===== src/fms_pkg.sv =====
// shared constants for the flash mode/status register pair and its command link
package fms_pkg;
   // ==========================================================
   // link opcodes
   localparam logic [7:0] OP_SEQ_PROG_A = 8'had;  // sequential program, first form
   localparam logic [7:0] OP_SEQ_PROG_B = 8'haf;  // sequential program, second form
   localparam logic [7:0] OP_QREAD = 8'heb;       // quad continuous read
   localparam logic [7:0] OP_QREAD_ALIGN = 8'he7; // quad read, aligned address
   localparam logic [7:0] OP_SET_WRAP = 8'h77;    // set burst wrap
   localparam logic [7:0] OP_LOCK = 8'h6f;        // register lock
   localparam logic [7:0] LOCK_VER1 = 8'h4d;      // first verification byte
   localparam logic [7:0] LOCK_VER2 = 8'h67;      // second verification byte
   localparam logic [7:0] OP_SUSP_A = 8'h75;      // suspend
   localparam logic [7:0] OP_SUSP_B = 8'hb0;      // suspend, alternate
   localparam logic [7:0] OP_RES_A = 8'h7a;       // resume
   localparam logic [7:0] OP_RES_B = 8'hd0;       // resume, alternate
   localparam logic [7:0] OP_WR_DIS = 8'h04;      // write disable, leaves sequential mode
   localparam logic [7:0] OP_TERM = 8'hf0;        // terminate
   localparam logic [7:0] OP_RD_MODE = 8'h35;     // read mode/quad-read register
   localparam logic [7:0] OP_RD_LOCK = 8'h15;     // read lock/dummy/suspend register
   localparam logic [7:0] OP_WR_MODE = 8'h3e;     // write mode/quad-read register
   localparam logic [7:0] OP_WR_LOCK = 8'h1e;     // write lock/dummy/suspend register
   // ==========================================================
   // mode/quad-read register layout
   localparam int MODE_SEQ_BIT = 6;   // sequential_mode_flag
   localparam int MODE_XIP_BIT = 3;   // continuous_read_select
   localparam int MODE_WRAP_LO = 0;   // burst_wrap_mirror low bit
   localparam int WRAP_SRC_LO = 4;    // wrap_setting_bits low bit in data byte
   localparam logic [2:0] WRAP_RESET = 3'h1;
   // ==========================================================
   // lock/dummy/suspend register layout
   localparam int LK_LOCK_BIT = 7;    // register_lock_flag
   localparam int LK_DC_LO = 4;       // dummy_cycle_count low bit
   localparam int LK_ES_BIT = 3;      // erase_suspended_flag
   localparam int LK_PS_BIT = 2;      // program_suspended_flag
   localparam int LK_TERMINATE_ENABLE_BIT = 1;    // terminate_enable
   localparam int LK_DWA_BIT = 0;     // aligned_address_enable
   localparam logic [2:0] DC_RESET = 3'h0;
   // dummy code to clocks, mode cycles within
   localparam logic [2:0] DC_CODE_2 = 3'h0;
   localparam logic [2:0] DC_CODE_4 = 3'h1;
   localparam logic [2:0] DC_CODE_6 = 3'h2;
   localparam logic [2:0] DC_CODE_8 = 3'h5;
   localparam logic [2:0] DC_CODE_10 = 3'h4;
   localparam logic [3:0] DC_CLK_2 = 4'h2;
   localparam logic [3:0] DC_CLK_4 = 4'h4;
   localparam logic [3:0] DC_CLK_6 = 4'h6;
   localparam logic [3:0] DC_CLK_8 = 4'h8;
   localparam logic [3:0] DC_CLK_10 = 4'ha;
   localparam logic [1:0] ALIGN_ZERO = 2'h0;
   localparam logic [23:0] ADDR_STEP = 24'h1;
   // ==========================================================
   // host register map (byte addresses)
   localparam logic [7:0] HA_CMD = 8'h00;
   localparam logic [7:0] HA_ADDR = 8'h04;
   localparam logic [7:0] HA_DATA = 8'h08;
   localparam logic [7:0] HA_RESP = 8'h0c;
   localparam logic [7:0] HA_IRQ_STAT = 8'h10;
   localparam logic [7:0] HA_IRQ_MASK = 8'h14;
   localparam int CMD_HAS_OP_BIT = 8;
   localparam int CMD_HAS_ADDR_BIT = 9;
   localparam int RESP_BUSY_BIT = 8;
   localparam int IRQ_DONE_BIT = 0;
   // lock sequence tracker
   typedef enum logic [1:0] {
      LK_IDLE = 2'b00,
      LK_GOT_OP = 2'b01,
      LK_GOT_V1 = 2'b10
   } fms_lock_t;
endpackage


===== src/fms_link_if.sv =====
// command link between the flash controller and the flash register block
`timescale 1ns/1ps
interface fms_link_if;
   logic req;           // one-cycle transfer strobe from controller
   logic has_op;        // opcode phase present
   logic has_addr;      // address phase present
   logic quad_io;       // address and data on four lines, opcode on one
   logic [7:0] op;      // opcode byte
   logic [23:0] addr;   // address
   logic [7:0] data;    // write data or mode byte
   logic rsp_valid;     // one-cycle answer strobe from device
   logic [7:0] rsp_data; // read data answer
   modport ctrl (output req, has_op, has_addr, quad_io, op, addr, data,
      input rsp_valid, rsp_data);
   modport dev (input req, has_op, has_addr, quad_io, op, addr, data,
      output rsp_valid, rsp_data);
endinterface


===== src/fms_dev.sv =====
// flash side: mode/status register pair and its logic
//
// Added by the designer: the register offsets and the strobed register port.
`timescale 1ns/1ps
module fms_dev (
   input wire logic clk,             // system clock
   input wire logic rst_b,           // async reset, power-up or device reset
   fms_link_if.dev link,             // command link from the controller
   input wire logic quad_enable,     // quad enable from the other status register
   input wire logic erase_active,    // array erase in progress
   input wire logic program_active,  // array program in progress
   output logic rd_req,              // pulse: array read
   output logic [23:0] rd_addr,      // array read address
   output logic pg_req,              // pulse: array program byte
   output logic [23:0] pg_addr,      // program address
   output logic [7:0] pg_data,       // program data
   output logic term_req,            // pulse: terminate accepted
   output logic [3:0] dummy_clocks,  // dummy clocks for quad reads
   output logic xip_active           // continuous quad read engaged
);
   // ==========================================================
   // decoding helpers
   // dummy code to clock count
   function automatic logic [3:0] dc_clocks(input logic [2:0] code);
      logic [3:0] n;
      n = fms_pkg::DC_CLK_2;
      case (code)
         fms_pkg::DC_CODE_4: n = fms_pkg::DC_CLK_4;
         fms_pkg::DC_CODE_6: n = fms_pkg::DC_CLK_6;
         fms_pkg::DC_CODE_8: n = fms_pkg::DC_CLK_8;
         fms_pkg::DC_CODE_10: n = fms_pkg::DC_CLK_10;
         default: n = fms_pkg::DC_CLK_2;
      endcase
      return n;
   endfunction

   // opcode pair match
   function automatic logic op_is(input logic [7:0] op, input logic [7:0] a,
      input logic [7:0] b);
      return (op == a) || (op == b);
   endfunction

   // ==========================================================
   // state
   logic seq_mode_reg;             // sequential_mode_flag
   logic xip_sel_reg;              // continuous_read_select
   logic [2:0] wrap_reg;           // burst_wrap_mirror
   logic lock_reg;                 // register_lock_flag
   logic [2:0] dc_reg;             // dummy_cycle_count
   logic es_reg;                   // erase_suspended_flag
   logic ps_reg;                   // program_suspended_flag
   logic terminate_enable_reg;                 // terminate_enable
   logic dwa_reg;                  // aligned_address_enable
   logic [23:0] seq_addr_reg;      // next sequential address
   logic xip_reg;                  // continuous read in progress
   logic xip_align_reg;            // continuous read uses aligned form
   fms_pkg::fms_lock_t lk_state_reg; // lock sequence tracker
   logic [7:0] mode_byte;          // assembled mode/quad-read register
   logic [7:0] lock_byte;          // assembled lock/dummy/suspend register
   logic opcode_xfer;              // transfer with an opcode phase
   logic qread_op;                 // quad read opcode seen
   logic [23:0] xip_addr;          // read address after alignment

   assign opcode_xfer = link.req && link.has_op;
   assign qread_op = op_is(link.op, fms_pkg::OP_QREAD, fms_pkg::OP_QREAD_ALIGN);

   // register views, reserved bits zero
   always_comb begin
      mode_byte = 8'h00;
      lock_byte = 8'h00;
      mode_byte[fms_pkg::MODE_SEQ_BIT] = seq_mode_reg;
      mode_byte[fms_pkg::MODE_XIP_BIT] = xip_sel_reg;
      mode_byte[fms_pkg::MODE_WRAP_LO +: 3] = wrap_reg;
      lock_byte[fms_pkg::LK_LOCK_BIT] = lock_reg;
      lock_byte[fms_pkg::LK_DC_LO +: 3] = dc_reg;
      lock_byte[fms_pkg::LK_ES_BIT] = es_reg;
      lock_byte[fms_pkg::LK_PS_BIT] = ps_reg;
      lock_byte[fms_pkg::LK_TERMINATE_ENABLE_BIT] = terminate_enable_reg;
      lock_byte[fms_pkg::LK_DWA_BIT] = dwa_reg;
   end

   // aligned read address
   always_comb begin
      xip_addr = link.addr;
      if (dwa_reg && ((link.has_op && link.op == fms_pkg::OP_QREAD_ALIGN) ||
         (!link.has_op && xip_align_reg))) begin
         xip_addr[1:0] = fms_pkg::ALIGN_ZERO;
      end
   end

   // ==========================================================
   // writable configuration bits
   always_ff @(posedge clk or negedge rst_b) begin
      if (!rst_b) begin
         xip_sel_reg <= 1'b0;
         dc_reg <= fms_pkg::DC_RESET;
         terminate_enable_reg <= 1'b0;
         dwa_reg <= 1'b0;
      end else if (opcode_xfer && !lock_reg) begin
         if (link.op == fms_pkg::OP_WR_MODE) begin
            xip_sel_reg <= link.data[fms_pkg::MODE_XIP_BIT];
         end else if (link.op == fms_pkg::OP_WR_LOCK) begin
            dc_reg <= link.data[fms_pkg::LK_DC_LO +: 3];
            terminate_enable_reg <= link.data[fms_pkg::LK_TERMINATE_ENABLE_BIT];
            dwa_reg <= link.data[fms_pkg::LK_DWA_BIT];
         end
      end
   end

   // burst wrap mirror
   always_ff @(posedge clk or negedge rst_b) begin
      if (!rst_b) begin
         wrap_reg <= fms_pkg::WRAP_RESET;
      end else if (opcode_xfer && link.op == fms_pkg::OP_SET_WRAP) begin
         wrap_reg <= link.data[fms_pkg::WRAP_SRC_LO +: 3];
      end
   end

   // suspend flags
   always_ff @(posedge clk or negedge rst_b) begin
      if (!rst_b) begin
         es_reg <= 1'b0;
         ps_reg <= 1'b0;
      end else if (opcode_xfer && op_is(link.op, fms_pkg::OP_SUSP_A, fms_pkg::OP_SUSP_B)) begin
         if (erase_active) begin
            es_reg <= 1'b1;
         end else if (program_active) begin
            ps_reg <= 1'b1;
         end
      end else if (opcode_xfer && op_is(link.op, fms_pkg::OP_RES_A, fms_pkg::OP_RES_B)) begin
         // resume clears both
         es_reg <= 1'b0;
         ps_reg <= 1'b0;
      end
   end

   // lock sequence: opcode then two verification bytes back to back
   always_ff @(posedge clk or negedge rst_b) begin
      if (!rst_b) begin
         lk_state_reg <= fms_pkg::LK_IDLE;
         lock_reg <= 1'b0;
      end else if (link.req) begin
         case (lk_state_reg)
            fms_pkg::LK_GOT_OP: begin
               lk_state_reg <= (link.has_op && link.op == fms_pkg::LOCK_VER1) ?
                  fms_pkg::LK_GOT_V1 : fms_pkg::LK_IDLE;
            end
            fms_pkg::LK_GOT_V1: begin
               lk_state_reg <= fms_pkg::LK_IDLE;
               if (link.has_op && link.op == fms_pkg::LOCK_VER2) begin
                  lock_reg <= 1'b1;
               end
            end
            default: begin
               lk_state_reg <= (link.has_op && link.op == fms_pkg::OP_LOCK) ?
                  fms_pkg::LK_GOT_OP : fms_pkg::LK_IDLE;
            end
         endcase
      end
   end

   // sequential program mode
   always_ff @(posedge clk or negedge rst_b) begin
      if (!rst_b) begin
         seq_mode_reg <= 1'b0;
         seq_addr_reg <= 24'h000000;
      end else if (opcode_xfer) begin
         if (op_is(link.op, fms_pkg::OP_SEQ_PROG_A, fms_pkg::OP_SEQ_PROG_B)) begin
            if (!seq_mode_reg && link.has_addr) begin
               seq_mode_reg <= 1'b1;
               seq_addr_reg <= link.addr + fms_pkg::ADDR_STEP;
            end else if (seq_mode_reg) begin
               seq_addr_reg <= seq_addr_reg + fms_pkg::ADDR_STEP;
            end
         end else if (link.op == fms_pkg::OP_WR_DIS) begin
            seq_mode_reg <= 1'b0;
         end
      end
   end

   // continuous quad read tracking
   always_ff @(posedge clk or negedge rst_b) begin
      if (!rst_b) begin
         xip_reg <= 1'b0;
         xip_align_reg <= 1'b0;
      end else if (!xip_sel_reg || !quad_enable) begin
         xip_reg <= 1'b0;
      end else if (opcode_xfer) begin
         // opcode single line, rest on four
         xip_reg <= qread_op && link.quad_io;
         xip_align_reg <= link.op == fms_pkg::OP_QREAD_ALIGN;
      end
   end

   // array strobes and answers
   always_ff @(posedge clk or negedge rst_b) begin
      if (!rst_b) begin
         rd_req <= 1'b0;
         rd_addr <= 24'h000000;
         pg_req <= 1'b0;
         pg_addr <= 24'h000000;
         pg_data <= 8'h00;
         term_req <= 1'b0;
         link.rsp_valid <= 1'b0;
         link.rsp_data <= 8'h00;
      end else begin
         rd_req <= 1'b0;
         pg_req <= 1'b0;
         term_req <= 1'b0;
         link.rsp_valid <= link.req;
         link.rsp_data <= 8'h00;
         if (opcode_xfer) begin
            if (qread_op && link.quad_io) begin
               rd_req <= 1'b1;
               rd_addr <= xip_addr;
            end else if (op_is(link.op, fms_pkg::OP_SEQ_PROG_A, fms_pkg::OP_SEQ_PROG_B) &&
               (seq_mode_reg || link.has_addr)) begin
               pg_req <= 1'b1;
               pg_addr <= seq_mode_reg ? seq_addr_reg : link.addr;
               pg_data <= link.data;
            end else if (link.op == fms_pkg::OP_TERM) begin
               term_req <= terminate_enable_reg;
            end else if (link.op == fms_pkg::OP_RD_MODE) begin
               link.rsp_data <= mode_byte;
            end else if (link.op == fms_pkg::OP_RD_LOCK) begin
               link.rsp_data <= lock_byte;
            end
         end else if (link.req && xip_reg && link.quad_io) begin
            rd_req <= 1'b1;
            rd_addr <= xip_addr;
         end
      end
   end

   // exported configuration
   always_ff @(posedge clk or negedge rst_b) begin
      if (!rst_b) begin
         dummy_clocks <= fms_pkg::DC_CLK_2;
         xip_active <= 1'b0;
      end else begin
         dummy_clocks <= dc_clocks(dc_reg);
         xip_active <= xip_reg;
      end
   end
endmodule


===== src/flat_wrapper.sv =====
// flat-port wrapper written by rule: the top's interface ports become plain ports
module fms_dev_flat 
  (clk, rst_b, quad_enable, erase_active, program_active, rd_req, rd_addr, pg_req, pg_addr, pg_data, term_req, dummy_clocks, xip_active, link_req, link_has_op, link_has_addr, link_quad_io, link_op, link_addr, link_data, link_rsp_valid, link_rsp_data);
  fms_link_if link_i ();
  input wire logic clk;
  input wire logic rst_b;
  input wire logic quad_enable;
  input wire logic erase_active;
  input wire logic program_active;
  output logic rd_req;
  output logic [23:0] rd_addr;
  output logic pg_req;
  output logic [23:0] pg_addr;
  output logic [7:0] pg_data;
  output logic term_req;
  output logic [3:0] dummy_clocks;
  output logic xip_active;
  input wire logic [$bits(link_i.req)-1:0] link_req;
  input wire logic [$bits(link_i.has_op)-1:0] link_has_op;
  input wire logic [$bits(link_i.has_addr)-1:0] link_has_addr;
  input wire logic [$bits(link_i.quad_io)-1:0] link_quad_io;
  input wire logic [$bits(link_i.op)-1:0] link_op;
  input wire logic [$bits(link_i.addr)-1:0] link_addr;
  input wire logic [$bits(link_i.data)-1:0] link_data;
  output wire logic [$bits(link_i.rsp_valid)-1:0] link_rsp_valid;
  output wire logic [$bits(link_i.rsp_data)-1:0] link_rsp_data;
  assign link_i.req = link_req;
  assign link_i.has_op = link_has_op;
  assign link_i.has_addr = link_has_addr;
  assign link_i.quad_io = link_quad_io;
  assign link_i.op = link_op;
  assign link_i.addr = link_addr;
  assign link_i.data = link_data;
  assign link_rsp_valid = link_i.rsp_valid;
  assign link_rsp_data = link_i.rsp_data;
  fms_dev u_core (.clk(clk), .rst_b(rst_b), .link(link_i), .quad_enable(quad_enable), .erase_active(erase_active), .program_active(program_active), .rd_req(rd_req), .rd_addr(rd_addr), .pg_req(pg_req), .pg_addr(pg_addr), .pg_data(pg_data), .term_req(term_req), .dummy_clocks(dummy_clocks), .xip_active(xip_active));
endmodule

===== config.mk =====
export PLATFORM = sky130hd
export DESIGN_NAME = fms_dev_flat
export DESIGN_NICKNAME = d
export VERILOG_FILES = /design/src/fms_pkg.sv /design/src/fms_link_if.sv /design/src/fms_dev.sv /design/src/flat_wrapper.sv
export SDC_FILE = /design/constraint.sdc
export NUM_CORES = 1
export LEC_CHECK = 0
export BUFFER_PORTS_ARGS = -buffer_cell sky130_fd_sc_hd__buf_2
export CAP_MARGIN = 40
export CORE_MARGIN = 2
export CORE_UTILIZATION = 45
export CTS_BUF_LIST = sky130_fd_sc_hd__clkbuf_16
export CTS_CLUSTER_SIZE = 20
export DETAILED_ROUTE_END_ITERATION = 6
export PLACE_DENSITY = 0.7
export REMOVE_ABC_BUFFERS = 1
export SYNTH_ARGS = -nofsm -noshare
export SYNTH_HDL_FRONTEND = slang
export SYNTH_SLANG_ARGS = --single-unit

===== constraint.sdc =====
create_clock -name clk -period 8.6 [get_ports clk]
set_input_delay 1.29 -clock clk [delete_from_list [all_inputs] [get_ports clk]]
set_output_delay 1.29 -clock clk [all_outputs]
set_load 0.01 [all_outputs]

==> impl_metrics.toml, run 1 <==
[outcome]
run_status = "completed"

[yosys]
ys_seq_area_share_pct = 46.86
yosysMostFrequentCell = "dfrtp_1"
synthArstFlopShare_pct = 100.0
synth-seq-cells = 113
yosysWarnings = 0
synthTopCellsByCount = "dfrtp_1 (111), nand2_1 (108), mux2i_1 (51)"
synth.avg_cell_area_um2 = 9.852
synth-main-ff-cell = "dfrtp_1"
synthDominantCellAreaShare_pct = 45.99
synth_area_mm2 = 0.006040
synth_top_area_cell = "dfrtp_1"
synth-edff-count = 0
syn_inst = 613
synth.distinct_cells = 71
synth_area_leaders = "dfrtp_1 (46%), mux2i_1 (8.5%), nand2_1 (6.7%), mux2_2 (6.3%), o21ai_0 (3.5%)"

[detailed_routing]
drtIter0Drc = 359
totalWireLength_um = 14930
vias = 5121
vias_per_cell = 5.621
drt.antenna.violating_nets = 0
dr.pass1.iters = 7
wl_per_cell_um = 16.39
drc = 0

[worst_setup_path]
worstPathCellList = "buf_4 -> nand2b_4 -> mux2_2 -> ha_1 -> o2111ai_2 -> nor4b_2 -> mux2_1 -> a22o_1"
cp.buffers_inverters = 1
crit_path_max_incr_delay_ps = 720
end_kind = "flop"
critical_path_class = "flop to flop"
required_ps = 8910
path_delay_family = "simple AND/OR/NAND/NOR gates"
cp_data_arrival_time_ps = 3990
slowest_stage = "nand2b_4"
start_kind = "flop"
cp_max_fo = 58

[global_routing]
grt_pass1_vias = 5009
grt_usage_pct = 21.66
antenna_found_initial = 0
grt_max_degree = 86
grt_pass1_wl_um = 24790
grt_overflow = 0

[timing]
rsz0062_at_grt = "false"
setup_viol = 0
final_max_slew_viol_count = 0
tightest_slew_ps = 823.7
final.setup.tns_ps = 0
finalHoldViolCount = 0
fin_crit_ps = 3680
finalCritPeriodShare_pct = 42.80
maxSlewHeadroom_pct = 45.09
clock_skew_ps = 7.291
hold_ws_ps = 422.6
fmax_mhz = 271.7
fin_ws_ps = 4920

[final_layout]
multi_input_area_mm2 = 0.002994
area_growth_pct = 21.59
finalNetCount = 774
ff_latch_area_mm2 = 0.002830
fin_util_pct = 55.67
post_route_cells_drive_above_1_share_pct = 28.44
num-fill-cells = 1164
antenna_cells = 0

[power]
ir_worst_vdd_mv = 0.1194
powerDensity_mw_per_mm2 = 183.8
p_total_w = 0.001350
p_leak_nw = 3.609

[run]
max-cap-violations = 0

[cts]
cts.reportedPaths.clkPinSlew_ps = 50
clock_sinks = 113
clk_latency_ps = 420
cts_post_setup_buffers_inserted = 0
postCtsHoldBufs = 0
cts_resized = 0
cts_tree = "done"
cts.path.max_buffers = 2
cts-buffers-inserted = 17
clockRootBuffer = "clkbuf_16"
htreeDepth = 4

[die]
ios = 122
die_area_mm2 = 0.01436
die_y_um = 119.9
coreArea_mm2 = 0.01319
die_x_um = 119.9
start_util_pct = 45.79
rows = 42

[placed_design]
dp_hpwl_um = 10190
portBuffers = 120
gp_congestion = 0.8231
place_ws_ps = 4495

[min_path]
min_path_type = "flop to flop"
## power breakdown
group / total (W) / switching (W) / leakage (nW) / internal, W
sequential: 0.000554 / 0.00000894 / 1.53 / 0.000545
combinational: 0.000110 / 0.0000686 / 1.79 / 0.0000419
clock: 0.000686 / 0.000239 / 0.287 / 0.000446
## cells in the final DEF (no fill, tap or decap), types with 3 or more instances in the layout
cell type / instances
nand2_1: 108
or3_1: 5
inv_1: 14
a21oi_1: 29
o21ai_0: 42
a211oi_1: 7
nor4_1: 5
nor2_1: 34
mux2_2: 34
and2_1: 7
mux2i_1: 51
nand3b_1: 4
o21ai_1: 3
clkbuf_16: 17
bufinv_16: 3
a31oi_1: 5
ha_1: 3
dfrtp_1: 111
a22o_1: 4
nor3_1: 12
nor2b_1: 3
buf_4: 7
and3_1: 12
nand3_1: 9
nand4_1: 6
clkinv_1: 3
a21o_1: 3
o22ai_1: 6
nand2b_1: 3
clkinv_2: 4
o21a_1: 3
buf_2: 119
## through the flow
stage / std cells / area [um^2]
finish: 911 / 7343
floorplan: 576 / 5864
detailed placement: 879 / 6765
global route: 911 / 7343
CTS: 911 / 7343
global placement: 878 / 6738
## cell families (layout without fill, tap and decap cells)
logic type / Yosys count / count (layout) / synth area share, %
muxes: 89 / 89 / 15.95
AOI/OAI and AO/OA: 124 / 124 / 13.03
xor gates and xnor gates: 1 / 1 / 0.1450
other: 1 / 1 / 0.06209
adders and majority gates: 3 / 3 / 0.6216
DFF: 113 / 113 / 46.86
buffers and inverters: 49 / 171 / 3.646
and+or+nand+nor: 233 / 233 / 19.68
## routing by layer
metal	part of all wire [%]	wire length (um)	GRT usage, %
met1	44	6616	28.74
met2	48	7201	34.93
met3	5.3	792	4.705
met4	2.1	318	8.088
met5	0	0	0
## area by class of cell
cell class / instances / area share, %
Clock buffer: 17 / 5.793
Clock inverter: 15 / 2.079
Inverter: 12 / 0.6134
Multi-Input combinational cell: 451 / 40.77
Sequential cell: 113 / 38.54
Tap cell: 176 / 2.999
Timing Repair Buffer: 127 / 9.201
## path summary, 6_finish.rpt
check | start | to | slack (ps) | depth (start not counted)
hold reg to reg | u_core.xip_reg | u_core.xip_active | 420 | 0
setup reg to reg | u_core.seq_mode_reg | u_core.seq_addr_reg[18] | 4920 | 8
min in group asynchronous | rst_b | u_core.ps_reg | 880 | 1
setup / recovery | u_core.seq_mode_reg | u_core.seq_addr_reg[18] | 4920 | 8
hold / removal | u_core.xip_reg | u_core.xip_active | 420 | 0
max in group asynchronous | rst_b | u_core.pg_addr[22] | 6780 | 3
No activity file was read; power rests on OpenSTA's default activity.
==> run 2, diff against run 1 <==
==> constraint.sdc (replaced) <==
create_clock -name clk -period 3.49 [get_ports clk]
set_input_delay 0.5235 -clock clk [delete_from_list [all_inputs] [get_ports clk]]
set_output_delay 0.5235 -clock clk [all_outputs]
set_load 0.01 [all_outputs]
==> run 2 against run 1 <==
Net effect: global-route usage rose by 0.32 points; fmax increased by 31%; combinational power grew to 2.5 times the previous value; non-clock buffer count is 4 higher; routed wire length up 2.1%; critical path type unchanged; critical endpoint unchanged; flip-flop and latch count is the same; clock skew increased by 2.7 ps.
==> impl_metrics.toml, run 2 (synthesis gave the netlist of run 1 again) <==
[worst_setup_path]
crit_path_max_incr_delay_ps = 430
path_delay_family = "simple AND/OR/NAND/NOR gates"
cp.buffers_inverters = 2
end_kind = "flop"
cp_data_arrival_time_ps = 3130
crit_top_cell = "buf_4"
rr_startpoint = "u_core.seq_mode_reg"
slowest_stage = "nor4b_2"
cp_max_fo = 31
start_kind = "flop"
rr_worst_depth = 8
worstPathCellList = "buf_4 -> nor2b_2 -> buf_4 -> and3_1 -> o2111ai_2 -> nor4b_2 -> mux2_1 -> a22o_1"
required_ps = 3800
timing.rr.end = "u_core.seq_addr_reg[18]"
regToRegSetupSlack_ps = 680
critical_path_class = "flop to flop"

[global_routing]
antenna_found_initial = 0
grt_max_degree = 85
grt_overflow = 0
grt_pass1_wl_um = 25030
grt_pass1_vias = 5033
grt_usage_pct = 21.98

[run]
max-cap-violations = 0

[timing]
fmax_mhz = 355.7
final.setup.tns_ps = 0
finalCritPeriodShare_pct = 80.55
hold_ws_ps = 43.07
maxSlewHeadroom_pct = 44.82
rsz0062_at_grt = "false"
finalHoldViolCount = 0
tightest_slew_ps = 827.7
fin_crit_ps = 2811
clock_skew_ps = 9.978
final_max_slew_viol_count = 0
setup_viol = 0
fin_ws_ps = 678.8

[placed_design]
gp_congestion = 0.8616
portBuffers = 120
dp_hpwl_um = 10400
place_ws_ps = 528.1

[die]
coreArea_mm2 = 0.01319
die_area_mm2 = 0.01436
ios = 122
start_util_pct = 45.79
die_y_um = 119.9
die_x_um = 119.9
rows = 42

[cts]
cts_resized = 0
postCtsHoldBufs = 0
cts_post_setup_buffers_inserted = 0
cts.path.max_buffers = 2
clock_sinks = 113
clockRootBuffer = "clkbuf_16"
clk_latency_ps = 420
cts-buffers-inserted = 17
cts_tree = "done"
cts.reportedPaths.clkPinSlew_ps = 60
htreeDepth = 4

[final_layout]
post_route_cells_drive_above_1_share_pct = 28.69
layout_commonest_cell = "buf_2"
area_growth_pct = 22.73
mostFrequentLayoutCells = "buf_2 (119), dfrtp_1 (111), nand2_1 (108)"
antenna_cells = 0
num-fill-cells = 1181
finalNetCount = 778

[power]
powerDensity_mw_per_mm2 = 460.7
p_total_w = 0.003415
ir_worst_vdd_mv = 0.2964
p_leak_nw = 3.643

[detailed_routing]
drc = 0
vias = 5096
wl_met1_um = 6870
drt.antenna.violating_nets = 0
totalWireLength_um = 15240
wl_met2_um = 7506
drtIter0Drc = 301
top_layer = "met4"
wl_met3_um = 749
wl_per_cell_um = 16.65
dr.pass1.iters = 5
vias_per_cell = 5.569

[min_path]
min_path_type = "input pin to asynchronous set/reset pin"

[outcome]
run_status = "completed"
run 2: cell count changes in the layout (fill, tap and decap cells not counted):
cell / before / now
clkinvlp_4: 2 / 1
inv_1: 14 / 13
buf_16: 1 / 0
bufinv_16: 3 / 4
clkinv_1: 3 / 5
buf_4: 7 / 9
clkinv_2: 4 / 3
buf_12: 0 / 3
run 2: per-layer routing:
metal | up-vias | track usage, %
met5 | - | 0
met4 | 0 | 6.912
met3 | 14 | 5.941
met2 | 172 | 36.11
met1 | 2483 | 28.37
li1 | 2427 | -
run 2: worst reg2reg max path, stage by stage, from the launching register on:
cell	delay, ps
dfrtp_1	390
buf_4	290
nor2b_2	220
buf_4	240
and3_1	190
o2111ai_2	350
nor4b_2	430
mux2_1	360
a22o_1	230
run 2: where the power goes:
part | leakage [nW] | switching [W] | internal (W)
clock | 0.295 | 0.000605 | 0.00117
combinational | 1.82 | 0.000167 | 0.000107
sequential | 1.53 | 0.0000212 | 0.00134
total | 3.64 | 0.000793 | 0.00262
run 2: metrics by stage:
| step | instances | util [%] | cell area (um^2) |
|---|---|---|---|
| 6_report | 915 | 56.19 | 7412 |
| 5_1_grt | 915 | 56.19 | 7412 |
| 3_5_place_dp | 883 | 51.65 | 6813 |
| 4_1_cts | 915 | 56.19 | 7412 |
| 3_3_place_gp | 882 | 51.50 | 6793 |
| 2_1_floorplan | 576 | - | 5864 |
run 2: worst max path at each step:
stage	slack [ps]	from	end	cells after the start
finish	680	u_core.seq_mode_reg	u_core.seq_addr_reg[18]	8
global route	520	u_core.seq_mode_reg	u_core.seq_addr_reg[18]	8
CTS	640	u_core.seq_mode_reg	u_core.seq_addr_reg[18]	8
detailed placement	530	link_has_addr	u_core.seq_addr_reg[18]	8
global placement	620	link_has_addr	u_core.seq_addr_reg[18]	8
floorplan	-1900	u_core.seq_mode_reg	u_core.seq_addr_reg[18]	6
run 2: area by class of cell:
type | count | area, um^2 | share of cell area [%]
multi-input cells | 451 | 2994 | 40.39
flip-flops and latches | 113 | 2830 | 38.18
repair buffers | 131 | 723.2 | 9.757
clock buffers | 17 | 425.4 | 5.739
well taps | 176 | 220.2 | 2.971
clock inverters | 15 | 173.9 | 2.346
inverters | 12 | 45.04 | 0.6077
==> run 3, diff against run 2 <==
--- a/config.mk
+++ b/config.mk
@@ -5,6 +5,7 @@
 export SDC_FILE = /design/constraint.sdc
 export NUM_CORES = 1
 export LEC_CHECK = 0
+export ABC_AREA = 1
 export BUFFER_PORTS_ARGS = -buffer_cell sky130_fd_sc_hd__buf_2
 export CAP_MARGIN = 40
 export CORE_MARGIN = 2
@@ -12,7 +13,7 @@
 export CTS_BUF_LIST = sky130_fd_sc_hd__clkbuf_16
 export CTS_CLUSTER_SIZE = 20
 export DETAILED_ROUTE_END_ITERATION = 6
-export PLACE_DENSITY = 0.7
+export PLACE_DENSITY = 0.73
 export REMOVE_ABC_BUFFERS = 1
 export SYNTH_ARGS = -nofsm -noshare
 export SYNTH_HDL_FRONTEND = slang
==> constraint.sdc (replaced) <==
create_clock -name clk -period 2.3 [get_ports clk]
set_input_delay 0.345 -clock clk [delete_from_list [all_inputs] [get_ports clk]]
set_output_delay 0.345 -clock clk [all_outputs]
set_load 0.01 [all_outputs]
==> run 3 against run 2 <==
Net effect: register-to-register slack worse by 440 ps; sequential share of layout area is 0.54 points higher; design area is 1.4% lower; final cell count is 21% higher; non-clock buffer count is 6 higher; clock power is 38% higher; combinational power is 110% higher; synthesized cell count is 30% higher; via count is 7.8% higher; clock-buffer cell count stayed put; routed wire length is 1.1% lower; critical endpoint is now u_core.seq_addr_reg[11].
==> impl_metrics.toml, run 3 <==
[outcome]
run_status = "completed"

[yosys]
synth-seq-cells = 113
synth_area_mm2 = 0.005934
synth.distinct_cells = 38
ys_seq_area_share_pct = 47.69
synth-edff-count = 0
syn_inst = 794
yosysWarnings = 0
synth_top_area_cell = "dfrtp_1"
synth_area_leaders = "dfrtp_1 (47%), nand2_1 (16%), o21ai_0 (7.3%), inv_1 (5.6%), nand3_1 (5.6%)"
synthArstFlopShare_pct = 100.0
synthDominantCellAreaShare_pct = 46.81
synthTopCellsByCount = "nand2_1 (251), dfrtp_1 (111), inv_1 (89)"
yosysMostFrequentCell = "nand2_1"
synth.avg_cell_area_um2 = 7.474
synth-main-ff-cell = "dfrtp_1"

[placed_design]
dp.cells = 1069
gp_congestion = 0.9674
place_ws_ps = 218.2
portBuffers = 120
dp_hpwl_um = 11030

[worst_setup_path]
critical_path_class = "flop to flop"
required_ps = 2580
cp_max_fo = 18
start_kind = "flop"
cp_data_arrival_time_ps = 2340
end_kind = "flop"

[detailed_routing]
drtIter0Drc = 356
drt.antenna.violating_nets = 0
drc = 0
totalWireLength_um = 15070
wl_per_cell_um = 13.66
vias_per_cell = 4.983
vias = 5496
dr.pass1.iters = 5

[timing]
final_max_slew_viol_count = 0
fmax_mhz = 485.0
finalCritPeriodShare_pct = 89.65
final.setup.tns_ps = 0
maxSlewHeadroom_pct = 61.85
fin_ws_ps = 238.0
setup_viol = 0
clock_skew_ps = 6.598
tightest_slew_ps = 570.1
rsz0062_at_grt = "false"
finalHoldViolCount = 0
fin_crit_ps = 2062

[final_layout]
ff_latch_area_mm2 = 0.002830
antenna_cells = 0
post_route_cells_drive_above_1_share_pct = 21.16
num-fill-cells = 1251
mostFrequentLayoutCells = "nand2_1 (251), buf_2 (119), dfrtp_1 (111)"
layout_commonest_cell = "nand2_1"
finalNetCount = 970
area_growth_pct = 23.15
final_cells = 1103
multi_input_area_mm2 = 0.002569

[run]
max-cap-violations = 0

[die]
start_util_pct = 46.65
coreArea_mm2 = 0.01272
ios = 122
die_x_um = 118.8
die_y_um = 118.8
die_area_mm2 = 0.01412
rows = 41

[cts]
htreeDepth = 4
clock_sinks = 113
cts.path.max_buffers = 2
cts_tree = "done"
clk_latency_ps = 420
cts.reportedPaths.clkPinSlew_ps = 60
cts_post_setup_buffers_inserted = 0
cts-buffers-inserted = 17
clockRootBuffer = "clkbuf_16"

[power]
p_total_w = 0.005141
ir_worst_vdd_mv = 0.4283
powerDensity_mw_per_mm2 = 703.5
p_leak_nw = 3.876

[global_routing]
antenna_found_initial = 0
grt_pass1_vias = 5249
grt_overflow = 0
grt_usage_pct = 22.44
grt_pass1_wl_um = 25260
grt_max_degree = 43

[min_path]
min_path_type = "input pin to flop"
[run 3: changes by cell type after synthesis, sizes merged, moves of 7 or more]
cell,delta
a211oi,-7
a21oi,-11
and2,-7
and3,-12
clkbuf,-8
inv,+81
mux2,-35
mux2i,-54
nand2,+148
nand3,+57
nor2,+37
o21ai,+52
[run 3: metrics by stage]
| step | util (%) | cell area [um^2] | hold WS [ps] |
|---|---|---|---|
| 3_3_place_gp | 52.80 | 6718 | 316.3 |
| 2_1_floorplan | - | 5732 | 49.41 |
| 4_1_cts | 57.33 | 7293 | 101.4 |
| 6_report | 57.44 | 7308 | 114.7 |
| 3_5_place_dp | 52.80 | 6718 | 312.1 |
| 5_1_grt | 57.44 | 7308 | 106.5 |
[run 3: cell families (layout without fill, tap and decap cells)]
kind of cell	Yosys count	after routing	share of synthesized area (%)
compound gates	130	130	11.64
xor+xnor	3	3	0.4428
fa+ha+maj	3	3	0.6326
buf+inv	126	262	9.382
flops	113	113	47.69
other cells	1	1	0.06319
simple gates	418	419	30.15
[run 3: final timing paths]
check,from,end,slack (ps),depth (start not counted)
min in group asynchronous,rst_b,u_core.rd_req,410,2
setup reg to reg,u_core.seq_mode_reg,u_core.seq_addr_reg[11],240,11
max in group asynchronous,rst_b,u_core.pg_addr[22],1270,3
hold reg to reg,u_core.xip_reg,u_core.xip_active,380,0
setup / recovery,u_core.seq_mode_reg,u_core.seq_addr_reg[11],240,11
hold / removal,link_req,u_core.link.rsp_valid,110,1
[run 3: power breakdown]
part	switching, W	internal (W)	total, W
combinational	0.000391	0.000193	0.000585
clock	0.000972	0.00149	0.00246
sequential	0.0000359	0.00206	0.00210
[run 3: final cells by class]
type | instances | area share [%]
inverters | 93 | 4.845
well taps | 172 | 2.945
multi-input cells | 556 | 35.15
repair buffers | 137 | 10.60
flip-flops and latches | 113 | 38.73
clock buffers | 17 | 5.821
clock inverters | 15 | 1.917
[run 3: repair_timing]
action                     4_1_cts  5_1_grt
hold buffers                     1        0
setup endpoints to repair        0        3
hold endpoints to repair        26        0
resized for setup                0        1
[run 3: worst max-delay path: stages, from the launching register on]
cell,delay (ps)
dfrtp_1,450
inv_6,200
buf_6,200
nand3_1,80
nand2_1,150
nand2_1,100
nor2_2,170
nand2_1,170
nor2_2,170
nand2_1,60
nand3_1,80
o21ai_0,90
[run 3: per-layer routing]
| metal | track usage (%) | vias up | wire (um) |
|---|---|---|---|
| met5 | 0 | - | 0 |
| met4 | 8.557 | 0 | 323 |
| met3 | 5.412 | 24 | 821 |
| met2 | 35.31 | 156 | 6989 |
| met1 | 30.05 | 2521 | 6931 |
| li1 | - | 2795 | - |
